===== config.mk =====
export PLATFORM = sky130hd
export DESIGN_NAME = gtc_top
export DESIGN_NICKNAME = d
export VERILOG_FILES = /design/src/hdl/gtc_pkg.sv /design/src/hdl/gtc_reg_if.sv /design/src/hdl/gtc_wb_slave.sv /design/src/hdl/gtc_top.sv
export SDC_FILE = /design/constraint.sdc
export NUM_CORES = 1
export LEC_CHECK = 0
export BUFFER_PORTS_ARGS = -buffer_cell sky130_fd_sc_hd__buf_4
export CAP_MARGIN = 20
export CELL_PAD_IN_SITES_DETAIL_PLACEMENT = 0
export CELL_PAD_IN_SITES_GLOBAL_PLACEMENT = 1
export CORE_MARGIN = 10
export CORE_UTILIZATION = 48
export DETAILED_ROUTE_END_ITERATION = 8
export PLACE_DENSITY_LB_ADDON = 0.15
export SLEW_MARGIN = 10
export SYNTH_ARGS = -nofsm -noshare
export SYNTH_HDL_FRONTEND = slang
export SYNTH_SLANG_ARGS = --single-unit
export TNS_END_PERCENT = 100

===== constraint.sdc =====
create_clock -name sys_clk -period 3 [get_ports sys_clk]
set_input_delay 0 -clock sys_clk [delete_from_list [all_inputs] [get_ports sys_clk]]
set_output_delay 0 -clock sys_clk [all_outputs]
set_load 0.01 [all_outputs]

===== src/hdl/gtc_pkg.sv =====
// Purpose: shared constants and types of the two-channel general timer/counter
// Assumes: 200 MHz sys_clk, classic Wishbone register access with 32-bit data
// Notes: each channel occupies one 32-byte window; interrupt registers sit above both
package gtc_pkg;

  localparam int NUM_CH = 2;
  localparam int CNT_W = 16;

  ////////////////////////////////////////////////////////////////////////////
  // register map
  localparam logic [7:0] ADR_CH_MASK = 8'he0;
  localparam logic [4:0] OFS_CTRL = 5'h00;
  localparam logic [4:0] OFS_CONFIG = 5'h04;
  localparam logic [4:0] OFS_LOAD1 = 5'h08;
  localparam logic [4:0] OFS_LOAD2 = 5'h0c;
  localparam logic [4:0] OFS_COUNT = 5'h10;
  localparam logic [4:0] OFS_STATUS = 5'h14;
  localparam logic [7:0] ADR_IRQ_STATUS = 8'h40;
  localparam logic [7:0] ADR_IRQ_MASK = 8'h44;

  ////////////////////////////////////////////////////////////////////////////
  // control field positions
  localparam int CTRL_GATE_BIT = 0;
  localparam int CTRL_DIR_BIT = 1;
  localparam int CTRL_RUN_BIT = 2;
  localparam int CTRL_RESET_BIT = 3;

  // configuration field positions
  localparam int CFG_MODE_LSB = 0;
  localparam int CFG_CLK_EXT_BIT = 4;
  localparam int CFG_GATE_EXT_BIT = 5;
  localparam int CFG_DIR_EXT_BIT = 6;
  localparam int CFG_GATE_LOW_BIT = 8;
  localparam int CFG_DIR_LOW_BIT = 9;
  localparam int CFG_CLKEN_LOW_BIT = 10;
  localparam int CFG_OUT_LOW_BIT = 11;
  localparam int CFG_W = 12;

  // latched status positions
  localparam int ST_ENABLE_BIT = 0;
  localparam int ST_GATE_BIT = 1;
  localparam int ST_DIR_BIT = 2;
  localparam int ST_OUTPUT_BIT = 3;
  localparam int ST_CLOCK_BIT = 4;
  localparam int ST_IRQ_BIT = 5;
  localparam int ST_W = 6;

  ////////////////////////////////////////////////////////////////////////////
  // reset values
  localparam logic [CFG_W-1:0] CONFIG_RESET = 12'h000;
  localparam logic [CNT_W-1:0] LOAD_RESET = 16'h0000;
  localparam logic [NUM_CH-1:0] IRQ_MASK_RESET = 2'h0;

  ////////////////////////////////////////////////////////////////////////////
  // internal time base: 50 ns period, i.e. one tick per 10 sys_clk cycles
  localparam int SYS_CLK_MHZ = 200;
  localparam int TIMEBASE_NS = 50;
  localparam int TB_DIV = TIMEBASE_NS * SYS_CLK_MHZ / 1000;
  localparam logic [3:0] TB_LAST = 4'(TB_DIV - 1);

  ////////////////////////////////////////////////////////////////////////////
  // operating modes, encoded 0..7 in the configuration mode field
  typedef enum logic [2:0] {
    gated_event_count_mode,
    period_measure_mode,
    pulse_width_measure_mode,
    gated_single_pulse_mode,
    triggered_single_pulse_mode,
    retriggerable_pulse_mode,
    triggered_continuous_pulse_mode,
    gated_continuous_pulse_mode
  } gtc_mode_t;

  typedef enum logic [2:0] {
    ph_idle,
    ph_measure,
    ph_delay,
    ph_pulse,
    ph_done
  } gtc_phase_t;

endpackage : gtc_pkg


===== src/hdl/gtc_reg_if.sv =====
// Purpose: register access path between the bus slave and the counter core
// Assumes: wr is a one-cycle pulse per accepted write
// Notes: rdat is combinational from the core, registered by the slave
`timescale 1ns/1ps
`default_nettype none
interface gtc_reg_if;
  logic wr;
  logic [7:0] adr;
  logic [31:0] wdat;
  logic [3:0] sel;
  logic [31:0] rdat;

  modport bus (output wr, output adr, output wdat, output sel, input rdat);
  modport core (input wr, input adr, input wdat, input sel, output rdat);
endinterface : gtc_reg_if
`default_nettype wire


===== src/hdl/gtc_wb_slave.sv =====
// Purpose: classic Wishbone slave front end for the counter registers
// Assumes: master holds cyc/stb and request fields until ack
// Notes: ack one cycle after the request is seen; unmapped reads return zero
`timescale 1ns/1ps
`default_nettype none
module gtc_wb_slave (
  // clock and reset
  input wire logic sys_clk,
  input wire logic reset_n,
  // wishbone
  input wire logic wb_cyc_i,
  input wire logic wb_stb_i,
  input wire logic wb_we_i,
  input wire logic [7:0] wb_adr_i,
  input wire logic [31:0] wb_dat_i,
  input wire logic [3:0] wb_sel_i,
  output logic [31:0] wb_dat_o,
  output logic wb_ack_o,
  // core side
  gtc_reg_if.bus regs
);

  typedef struct packed {
    logic ack;
    logic [31:0] dat;
  } gtc_wb_state_t;

  gtc_wb_state_t st_ff;
  gtc_wb_state_t nxt_st;
  logic req;

  ////////////////////////////////////////////////////////////////////////////
  // request is taken once; the held ack blocks a second take
  always_comb begin
    req = wb_cyc_i & wb_stb_i & ~st_ff.ack;
    regs.wr = req & wb_we_i;
    regs.adr = wb_adr_i;
    regs.wdat = wb_dat_i;
    regs.sel = wb_sel_i;
    nxt_st = st_ff;
    nxt_st.ack = req;
    if (req && !wb_we_i) begin
      nxt_st.dat = regs.rdat;
    end
  end

  always_ff @(posedge sys_clk or negedge reset_n) begin
    if (!reset_n) begin
      st_ff <= '0;
    end else begin
      st_ff <= nxt_st;
    end
  end

  assign wb_ack_o = st_ff.ack;
  assign wb_dat_o = st_ff.dat;

endmodule : gtc_wb_slave
`default_nettype wire


===== src/hdl/gtc_top.sv =====
// Purpose: two general counter channels with count, measure and pulse modes
// Assumes: pins are asynchronous to sys_clk; external source slower than sys_clk/8
// Notes: channel window at 0x00 and 0x20
//
// The Wishbone interface to the registers and the register offsets are this design's own decisions.
`timescale 1ns/1ps
`default_nettype none
module gtc_top (
  // clock and reset
  input wire logic sys_clk,
  input wire logic reset_n,
  // wishbone
  input wire logic wb_cyc_i,
  input wire logic wb_stb_i,
  input wire logic wb_we_i,
  input wire logic [7:0] wb_adr_i,
  input wire logic [31:0] wb_dat_i,
  input wire logic [3:0] wb_sel_i,
  output logic [31:0] wb_dat_o,
  output logic wb_ack_o,
  // counter pins, one bit per channel
  input wire logic [gtc_pkg::NUM_CH-1:0] counter_clock_input_pin,
  input wire logic [gtc_pkg::NUM_CH-1:0] counter_gate_input_pin,
  input wire logic [gtc_pkg::NUM_CH-1:0] counter_direction_input_pin,
  output logic [gtc_pkg::NUM_CH-1:0] counter_output,
  // interrupt
  output logic irq
);

  typedef struct packed {
    gtc_pkg::gtc_phase_t phase;
    logic [gtc_pkg::CNT_W-1:0] count;
    logic [gtc_pkg::CNT_W-1:0] load1;
    logic [gtc_pkg::CNT_W-1:0] load2;
    logic [gtc_pkg::CFG_W-1:0] cfg;
    logic soft_gate;
    logic soft_dir;
    logic soft_run;
    logic pulse_on;
    logic out_pin;
    logic [2:0] sync1;
    logic [2:0] sync2;
    logic [2:0] sync3;
    logic [2:0] pin_ok;
    logic src_prev;
    logic gate_prev;
    logic [gtc_pkg::ST_W-1:0] status;
  } gtc_chan_t;

  typedef struct packed {
    gtc_chan_t [gtc_pkg::NUM_CH-1:0] chan;
    logic [3:0] tb_cnt;
    logic tb_tick;
    logic [gtc_pkg::NUM_CH-1:0] irq_status;
    logic [gtc_pkg::NUM_CH-1:0] irq_mask;
    logic irq;
  } gtc_state_t;

  gtc_state_t st_ff;
  gtc_state_t nxt_st;
  gtc_reg_if regs ();
  logic [31:0] ch_word [gtc_pkg::NUM_CH];

  ////////////////////////////////////////////////////////////////////////////
  // helpers

  // byte-enable merge for a writable word
  function automatic logic [31:0] merge_bytes(input logic [31:0] old, input logic [31:0] wdat,
                                              input logic [3:0] sel);
    logic [31:0] res;
    res = old;
    for (int b = 0; b < 4; b++) begin
      if (sel[b]) begin
        res[b*8 +: 8] = wdat[b*8 +: 8];
      end
    end
    return res;
  endfunction : merge_bytes

  function automatic logic chan_hit(input logic [7:0] adr, input int c);
    return (adr & gtc_pkg::ADR_CH_MASK) == 8'(c * 32);
  endfunction : chan_hit

  // read-only view; a read has no side effect on the channel
  function automatic logic [31:0] chan_read(input gtc_chan_t ch, input logic [4:0] ofs);
    logic [31:0] w;
    w = 32'h0000_0000;
    case (ofs)
      gtc_pkg::OFS_CTRL: begin
        w[gtc_pkg::CTRL_GATE_BIT] = ch.soft_gate;
        w[gtc_pkg::CTRL_DIR_BIT] = ch.soft_dir;
        w[gtc_pkg::CTRL_RUN_BIT] = ch.soft_run;
      end
      gtc_pkg::OFS_CONFIG: w[gtc_pkg::CFG_W-1:0] = ch.cfg;
      gtc_pkg::OFS_LOAD1: w[gtc_pkg::CNT_W-1:0] = ch.load1;
      gtc_pkg::OFS_LOAD2: w[gtc_pkg::CNT_W-1:0] = ch.load2;
      gtc_pkg::OFS_COUNT: w[gtc_pkg::CNT_W-1:0] = ch.count;
      gtc_pkg::OFS_STATUS: w[gtc_pkg::ST_W-1:0] = ch.status;
      default: w = 32'h0000_0000;
    endcase
    return w;
  endfunction : chan_read

  ////////////////////////////////////////////////////////////////////////////
  // bus front end

  gtc_wb_slave u_wb_slave (
    .sys_clk(sys_clk),
    .reset_n(reset_n),
    .wb_cyc_i(wb_cyc_i),
    .wb_stb_i(wb_stb_i),
    .wb_we_i(wb_we_i),
    .wb_adr_i(wb_adr_i),
    .wb_dat_i(wb_dat_i),
    .wb_sel_i(wb_sel_i),
    .wb_dat_o(wb_dat_o),
    .wb_ack_o(wb_ack_o),
    .regs(regs)
  );

  for (genvar gc = 0; gc < gtc_pkg::NUM_CH; gc++) begin : g_rd
    assign ch_word[gc] = chan_hit(regs.adr, gc) ? chan_read(st_ff.chan[gc], regs.adr[4:0]) : 32'h0000_0000;
  end

  always_comb begin
    regs.rdat = ch_word[0] | ch_word[1];
    if (regs.adr == gtc_pkg::ADR_IRQ_STATUS) begin
      regs.rdat = {30'h0000_0000, st_ff.irq_status};
    end else if (regs.adr == gtc_pkg::ADR_IRQ_MASK) begin
      regs.rdat = {30'h0000_0000, st_ff.irq_mask};
    end
  end

  ////////////////////////////////////////////////////////////////////////////
  // next state

  always_comb begin
    logic [31:0] mw;
    logic src_lvl;
    logic tick;
    logic gate_act;
    logic dir_up;
    logic gate_rise;
    logic gate_fall;
    logic terminal;
    logic start;
    logic hold;
    logic wr_ctrl;
    gtc_pkg::gtc_mode_t mode;
    mw = 32'h0000_0000;
    src_lvl = 1'b0;
    tick = 1'b0;
    gate_act = 1'b0;
    dir_up = 1'b0;
    gate_rise = 1'b0;
    gate_fall = 1'b0;
    terminal = 1'b0;
    start = 1'b0;
    hold = 1'b0;
    wr_ctrl = 1'b0;
    mode = gtc_pkg::gated_event_count_mode;
    nxt_st = st_ff;

    // shared internal time base
    nxt_st.tb_tick = (st_ff.tb_cnt == gtc_pkg::TB_LAST);
    nxt_st.tb_cnt = nxt_st.tb_tick ? 4'h0 : st_ff.tb_cnt + 4'h1;

    for (int c = 0; c < gtc_pkg::NUM_CH; c++) begin
      // three-stage pin capture; a level is taken once stages two and three agree
      nxt_st.chan[c].sync1 = {counter_direction_input_pin[c], counter_gate_input_pin[c],
                              counter_clock_input_pin[c]};
      nxt_st.chan[c].sync2 = st_ff.chan[c].sync1;
      nxt_st.chan[c].sync3 = st_ff.chan[c].sync2;
      nxt_st.chan[c].pin_ok = (~(st_ff.chan[c].sync2 ^ st_ff.chan[c].sync3) & st_ff.chan[c].sync3)
                            | ((st_ff.chan[c].sync2 ^ st_ff.chan[c].sync3) & st_ff.chan[c].pin_ok);

      src_lvl = st_ff.chan[c].pin_ok[0] ^ st_ff.chan[c].cfg[gtc_pkg::CFG_CLKEN_LOW_BIT];
      nxt_st.chan[c].src_prev = src_lvl;
      tick = st_ff.chan[c].cfg[gtc_pkg::CFG_CLK_EXT_BIT] ? (src_lvl & ~st_ff.chan[c].src_prev)
                                                         : st_ff.tb_tick;
      gate_act = (st_ff.chan[c].cfg[gtc_pkg::CFG_GATE_EXT_BIT] ? st_ff.chan[c].pin_ok[1]
                                                               : st_ff.chan[c].soft_gate)
               ^ st_ff.chan[c].cfg[gtc_pkg::CFG_GATE_LOW_BIT];
      dir_up = (st_ff.chan[c].cfg[gtc_pkg::CFG_DIR_EXT_BIT] ? st_ff.chan[c].pin_ok[2]
                                                            : st_ff.chan[c].soft_dir)
             ^ st_ff.chan[c].cfg[gtc_pkg::CFG_DIR_LOW_BIT];
      gate_rise = gate_act & ~st_ff.chan[c].gate_prev;
      gate_fall = ~gate_act & st_ff.chan[c].gate_prev;
      nxt_st.chan[c].gate_prev = gate_act;
      mode = gtc_pkg::gtc_mode_t'(st_ff.chan[c].cfg[gtc_pkg::CFG_MODE_LSB +: 3]);
      terminal = 1'b0;
      start = 1'b0;
      hold = 1'b0;

      if (st_ff.chan[c].soft_run) begin
        case (mode)
          gtc_pkg::gated_event_count_mode: begin
            if (gate_act && tick) begin
              terminal = dir_up ? (st_ff.chan[c].count == 16'hffff) : (st_ff.chan[c].count == 16'h0000);
              nxt_st.chan[c].count = dir_up ? st_ff.chan[c].count + 16'h0001
                                            : st_ff.chan[c].count - 16'h0001;
            end
          end
          gtc_pkg::period_measure_mode,
          gtc_pkg::pulse_width_measure_mode: begin
            case (st_ff.chan[c].phase)
              gtc_pkg::ph_idle: begin
                // measurement starts at the first load value
                if (gate_rise) begin
                  nxt_st.chan[c].phase = gtc_pkg::ph_measure;
                  nxt_st.chan[c].count = st_ff.chan[c].load1;
                end
              end
              gtc_pkg::ph_measure: begin
                if (mode == gtc_pkg::period_measure_mode ? gate_rise : gate_fall) begin
                  nxt_st.chan[c].phase = gtc_pkg::ph_done;
                  terminal = 1'b1;
                end else if (tick) begin
                  nxt_st.chan[c].count = dir_up ? st_ff.chan[c].count + 16'h0001
                                                : st_ff.chan[c].count - 16'h0001;
                end
              end
              default: begin
                nxt_st.chan[c].phase = gtc_pkg::ph_done;
              end
            endcase
          end
          default: begin
            // pulse generators share one delay/width engine
            case (mode)
              gtc_pkg::gated_single_pulse_mode,
              gtc_pkg::gated_continuous_pulse_mode: begin
                start = gate_act && st_ff.chan[c].phase == gtc_pkg::ph_idle;
                hold = ~gate_act;
              end
              gtc_pkg::retriggerable_pulse_mode: begin
                start = gate_rise;
              end
              default: begin
                start = gate_rise && st_ff.chan[c].phase == gtc_pkg::ph_idle;
              end
            endcase
            if (start) begin
              // delay from the first load value
              nxt_st.chan[c].phase = gtc_pkg::ph_delay;
              nxt_st.chan[c].count = st_ff.chan[c].load1;
              nxt_st.chan[c].pulse_on = 1'b0;
            end else if (tick && !hold) begin
              case (st_ff.chan[c].phase)
                gtc_pkg::ph_delay: begin
                  if (st_ff.chan[c].count <= 16'h0001) begin
                    // width from the second load value
                    nxt_st.chan[c].phase = gtc_pkg::ph_pulse;
                    nxt_st.chan[c].count = st_ff.chan[c].load2;
                    nxt_st.chan[c].pulse_on = 1'b1;
                  end else begin
                    nxt_st.chan[c].count = st_ff.chan[c].count - 16'h0001;
                  end
                end
                gtc_pkg::ph_pulse: begin
                  if (st_ff.chan[c].count <= 16'h0001) begin
                    terminal = 1'b1;
                    nxt_st.chan[c].pulse_on = 1'b0;
                    nxt_st.chan[c].count = st_ff.chan[c].load1;
                    case (mode)
                      gtc_pkg::triggered_continuous_pulse_mode,
                      gtc_pkg::gated_continuous_pulse_mode: nxt_st.chan[c].phase = gtc_pkg::ph_delay;
                      gtc_pkg::retriggerable_pulse_mode: nxt_st.chan[c].phase = gtc_pkg::ph_idle;
                      default: nxt_st.chan[c].phase = gtc_pkg::ph_done;
                    endcase
                  end else begin
                    nxt_st.chan[c].count = st_ff.chan[c].count - 16'h0001;
                  end
                end
                default: begin
                  nxt_st.chan[c].phase = st_ff.chan[c].phase;
                end
              endcase
            end
          end
        endcase
      end

      // register writes of this channel
      wr_ctrl = 1'b0;
      if (regs.wr && chan_hit(regs.adr, c)) begin
        case (regs.adr[4:0])
          gtc_pkg::OFS_CTRL: begin
            // software controls in the low byte
            if (regs.sel[0]) begin
              wr_ctrl = regs.wdat[gtc_pkg::CTRL_RESET_BIT];
              nxt_st.chan[c].soft_gate = regs.wdat[gtc_pkg::CTRL_GATE_BIT];
              nxt_st.chan[c].soft_dir = regs.wdat[gtc_pkg::CTRL_DIR_BIT];
              nxt_st.chan[c].soft_run = regs.wdat[gtc_pkg::CTRL_RUN_BIT];
            end
          end
          gtc_pkg::OFS_CONFIG: begin
            mw = merge_bytes({20'h00000, st_ff.chan[c].cfg}, regs.wdat, regs.sel);
            nxt_st.chan[c].cfg = mw[gtc_pkg::CFG_W-1:0];
          end
          gtc_pkg::OFS_LOAD1: begin
            mw = merge_bytes({16'h0000, st_ff.chan[c].load1}, regs.wdat, regs.sel);
            nxt_st.chan[c].load1 = mw[gtc_pkg::CNT_W-1:0];
          end
          gtc_pkg::OFS_LOAD2: begin
            mw = merge_bytes({16'h0000, st_ff.chan[c].load2}, regs.wdat, regs.sel);
            nxt_st.chan[c].load2 = mw[gtc_pkg::CNT_W-1:0];
          end
          default: begin
            wr_ctrl = 1'b0;
          end
        endcase
      end

      if (wr_ctrl) begin
        nxt_st.chan[c].soft_run = 1'b0;
        nxt_st.chan[c].count = st_ff.chan[c].load1;
        nxt_st.chan[c].phase = gtc_pkg::ph_idle;
        nxt_st.chan[c].pulse_on = 1'b0;
      end

      nxt_st.chan[c].out_pin = nxt_st.chan[c].pulse_on ^ st_ff.chan[c].cfg[gtc_pkg::CFG_OUT_LOW_BIT];

      // set wins over a write-one clear in the same cycle
      nxt_st.irq_status[c] = terminal | (st_ff.irq_status[c]
        & ~(regs.wr && regs.adr == gtc_pkg::ADR_IRQ_STATUS && regs.sel[0] && regs.wdat[c]));

      // latched snapshot, one cycle behind the live state
      nxt_st.chan[c].status[gtc_pkg::ST_ENABLE_BIT] = st_ff.chan[c].soft_run;
      nxt_st.chan[c].status[gtc_pkg::ST_GATE_BIT] = gate_act;
      nxt_st.chan[c].status[gtc_pkg::ST_DIR_BIT] = dir_up;
      nxt_st.chan[c].status[gtc_pkg::ST_OUTPUT_BIT] = st_ff.chan[c].out_pin;
      nxt_st.chan[c].status[gtc_pkg::ST_CLOCK_BIT] = st_ff.chan[c].cfg[gtc_pkg::CFG_CLK_EXT_BIT] ? src_lvl
                                                                                               : st_ff.tb_tick;
      nxt_st.chan[c].status[gtc_pkg::ST_IRQ_BIT] = st_ff.irq_status[c];
    end

    if (regs.wr && regs.adr == gtc_pkg::ADR_IRQ_MASK && regs.sel[0]) begin
      nxt_st.irq_mask = regs.wdat[gtc_pkg::NUM_CH-1:0];
    end
    nxt_st.irq = |(nxt_st.irq_status & nxt_st.irq_mask);
  end

  ////////////////////////////////////////////////////////////////////////////
  // state register

  always_ff @(posedge sys_clk or negedge reset_n) begin
    if (!reset_n) begin
      st_ff <= '0;
      for (int c = 0; c < gtc_pkg::NUM_CH; c++) begin
        st_ff.chan[c].cfg <= gtc_pkg::CONFIG_RESET;
        st_ff.chan[c].load1 <= gtc_pkg::LOAD_RESET;
        st_ff.chan[c].load2 <= gtc_pkg::LOAD_RESET;
        st_ff.chan[c].phase <= gtc_pkg::ph_idle;
      end
      st_ff.irq_mask <= gtc_pkg::IRQ_MASK_RESET;
    end else begin
      st_ff <= nxt_st;
    end
  end

  for (genvar gc = 0; gc < gtc_pkg::NUM_CH; gc++) begin : g_out
    assign counter_output[gc] = st_ff.chan[gc].out_pin;
  end
  assign irq = st_ff.irq;

endmodule : gtc_top
`default_nettype wire


==> flow_metrics.tcl <==
set metrics [dict create \
    start_util_pct 48.9 \
    setup_violations 0 \
    worstPathArrival_ns 3.21 \
    p_per_area_mw_per_mm2 424 \
    grt_pass1_wl_mm 60.6 \
    fin_total_pwr_mw 5.99 \
    port_buffers 56 \
    worst_slew_pin_slew_ns 1.17 \
    netSwitchingPower_mw 1.38 \
    synthDistinctLibCells 83 \
    multi_input_area_sq_mm 0.00635 \
    seq_area_frac_synth_pct 42.2 \
    cts.clk_slew.worst_paths_ns 0.06 \
    endpoint_kind "flop" \
    peakVddDrop_uv 393 \
    crit_slowest_cell "or4_1" \
    stdcell_area_sq_mm 0.0141 \
    die_w_um 178 \
    drc 0 \
    crit_chain "or4_1 > or3_1 > o31ai_1 > nand3_1 > a221o_1 > a221oi_1 > o31ai_1" \
    hold_class "in2reg" \
    dpl.hpwl_mm 28.5 \
    ios 91 \
    htreeDepth 1 \
    grt_antenna_before_repair 0 \
    place_congestion 0.940 \
    num_rows 57 \
    antenna_left 0 \
    rsz0062_at_grt "false" \
    status "finished, final reports clean" \
    area_growth_pct 18.4 \
    cts_made_buffers 23 \
    slowest_delay_ns 0.64 \
    ctsRootBufferMaster "clkbuf_16" \
    n_fill_cell 2166 \
    async_reset_ff_share_pct 100 \
    dieArea_sq_mm 0.0315 \
    synth_area_leaders "dfrtp_1 (42%), mux2_2 (9.5%), nand2_1 (3.1%)" \
    p_leak_nw 6.24 \
    place_worst_setup_slack_ns 0.201 \
    diodes 0 \
    cts_tree "built" \
    finalClockSkew_ns 0.0168 \
    vias_per_cell 6.25 \
    regArea_sq_mm 0.00503 \
    setup_tns_ns 0 \
    ys_ff_latch 201 \
    placed_area_sq_mm 0.0131 \
    avgSynthCellArea_sq_um 9.61 \
    grt.total_usage_pct 24.4 \
    netlist_top_cells_count "dfrtp_1 (201), mux2_2 (101), nand2_1 (98)" \
    p_int_mw 4.61 \
    vias 10600 \
    critPathMaxFanout 7 \
    slew_headroom_pct 21.9 \
    worst_slack_ns 0.182 \
    cp-start-kind "flop" \
    worstSetupPathType "reg2reg" \
    drive_gt1_share_pct 22.8 \
    maxSlewViolCount 0 \
    synth_top_area_share_pct 42.2 \
    first_pass_iters 7 \
    hold_viol_final 0 \
    grt_pass1_vias 10100 \
    fin_crit_ns 2.82 \
    drtIter0Drc 1372 \
    wl_per_cell_um 23.0 \
    swShare_pct 23.0 \
    final.period_utilization_pct 93.9 \
    share_comb_of_total_power_pct 5.8 \
    core-area_sq_mm 0.0244 \
    cap_violations 0 \
    yosysMostFrequentCell "dfrtp_1" \
    cts_sinks 201 \
    yosysWarnings 0 \
    clk_latency_ns 0.52 \
    crit_top_cell "o31ai_1" \
    finalNetCount 1419 \
    grt_max_degree 115 \
    synth_ff_type "dfrtp_1" \
    routed_wl_mm 39.0 \
    gr-total-overflow 0 \
    fmax_ghz 0.355 \
    critPathRequiredTime_ns 3.39 \
    utilization_pct 57.9 \
    cts_buffer_depth 3 \
    synth_cells 1241 \
    die_y_um 178 \
    pwr-share-seq_pct 46.7 \
    p_clk_share_pct 47.5 \
    post_cts_buffers 0 \
    synth_area_sq_mm 0.0119 \
    synth-edff-count 0 \
    synth_largest_area_cell "dfrtp_1" \
]
==> placed cells by master, fill, tap and decap left out, drive strengths merged, types with 27 or more instances in the layout <==
cell type      n
nand3         34
a222oi        27
clkbuf        31
inv           28
dfrtp        201
dlygate4sd3   27
o21ai         61
xnor2         30
mux2         107
nor3          44
nand2         98
a21oi         71
nor2          75
buf          154
a22oi         32
==> layer usage <==
| metal | track usage (%) | routed length (um) |
|---|---|---|
| met3 | 4.76 | 3160 |
| met1 | 35.8 | 18000 |
| met5 | 0 | 0 |
| met4 | 5.94 | 932 |
| met2 | 36.2 | 17000 |
==> path summary, 6_finish.rpt <==
path	startpoint	endpoint	slack [ns]	cells past startpoint
worst max-delay path	st_ff[89]$_DFFE_PN0P_	st_ff[93]$_DFFE_PN0P_	0.18	7
worst min-delay path	wb_adr_i[4]	u_wb_slave.wb_dat_o[5]$_DFFE_PN0P_	0.02	4
worst max register to register	st_ff[89]$_DFFE_PN0P_	st_ff[93]$_DFFE_PN0P_	0.18	7
worst min register to register	nxt_st[24]$_DFF_PN0_	nxt_st[21]$_DFF_PN0_	0.35	0
max in group asynchronous	reset_n	st_ff[23]$_DFF_PN0_	1.92	3
min in group asynchronous	reset_n	u_wb_slave.wb_ack_o$_DFF_PN0_	0.17	2
==> sequential cells by signal (all words and copies together), names as in the netlist, named ones only <==
| register | flops |
|---|---|
| counter_output | 2 |
| u_wb_slave.wb_ack_o | 1 |
| irq | 1 |
| u_wb_slave.wb_dat_o | 16 |
| st_ff | 159 |
| nxt_st | 16 |
==> per-stage QoR <==
stage	instances	hold WS, ns
6_report	1694	0.0212
5_1_grt	1694	0.0497
4_1_cts	1694	0.00809
3_5_place_dp	1628	0.110
3_3_place_gp	1628	0.110
2_1_floorplan	1256	-0.296
==> worst max-delay path, delay by kind of cell, from the launching register on <==
family / cells / cell delay [ns]
flip-flops: 1 / 0.47
AND/OR/NAND/NOR: 3 / 1.22
AO/OA/AOI/OAI: 4 / 1.02
==> cell families after synthesis <==
| group | share of synthesized area, % |
|---|---|
| simple gates | 15.9 |
| other cells | 0.0314 |
| flops | 42.2 |
| mux | 12.0 |
| xor+xnor | 4.03 |
| buf+inv | 5.05 |
| compound gates | 19.3 |
| fa+ha+maj | 1.43 |
==> layout make-up <==
class	instances	share of cell area, %
Multi-Input combinational cell	921	45.0
Clock inverter	9	0.922
Inverter	27	0.718
Sequential cell	201	35.6
Tap cell	324	2.87
Clock buffer	30	4.40
Timing Repair Buffer	182	10.5
==> what timing repair did <==
item                                   in CTS  in global routing
setup endpoints to repair                   0                  2
endpoints found under the hold margin     215                  0
resized for setup                           0                  1
hold buffers                               27                  0
==> power by group through the flow <==
stage          clock network, mW  logic [mW]  registers, mW
2_1_floorplan                  0       0.143           2.83
3_3_place_gp                   0       0.317           2.84
3_5_place_dp                   0       0.321           2.85
4_1_cts                     2.89       0.349           2.80
5_1_grt                     3.00       0.382           2.80
6_report                    2.84       0.349           2.80
No activity file was read; power rests on OpenSTA's default activity.
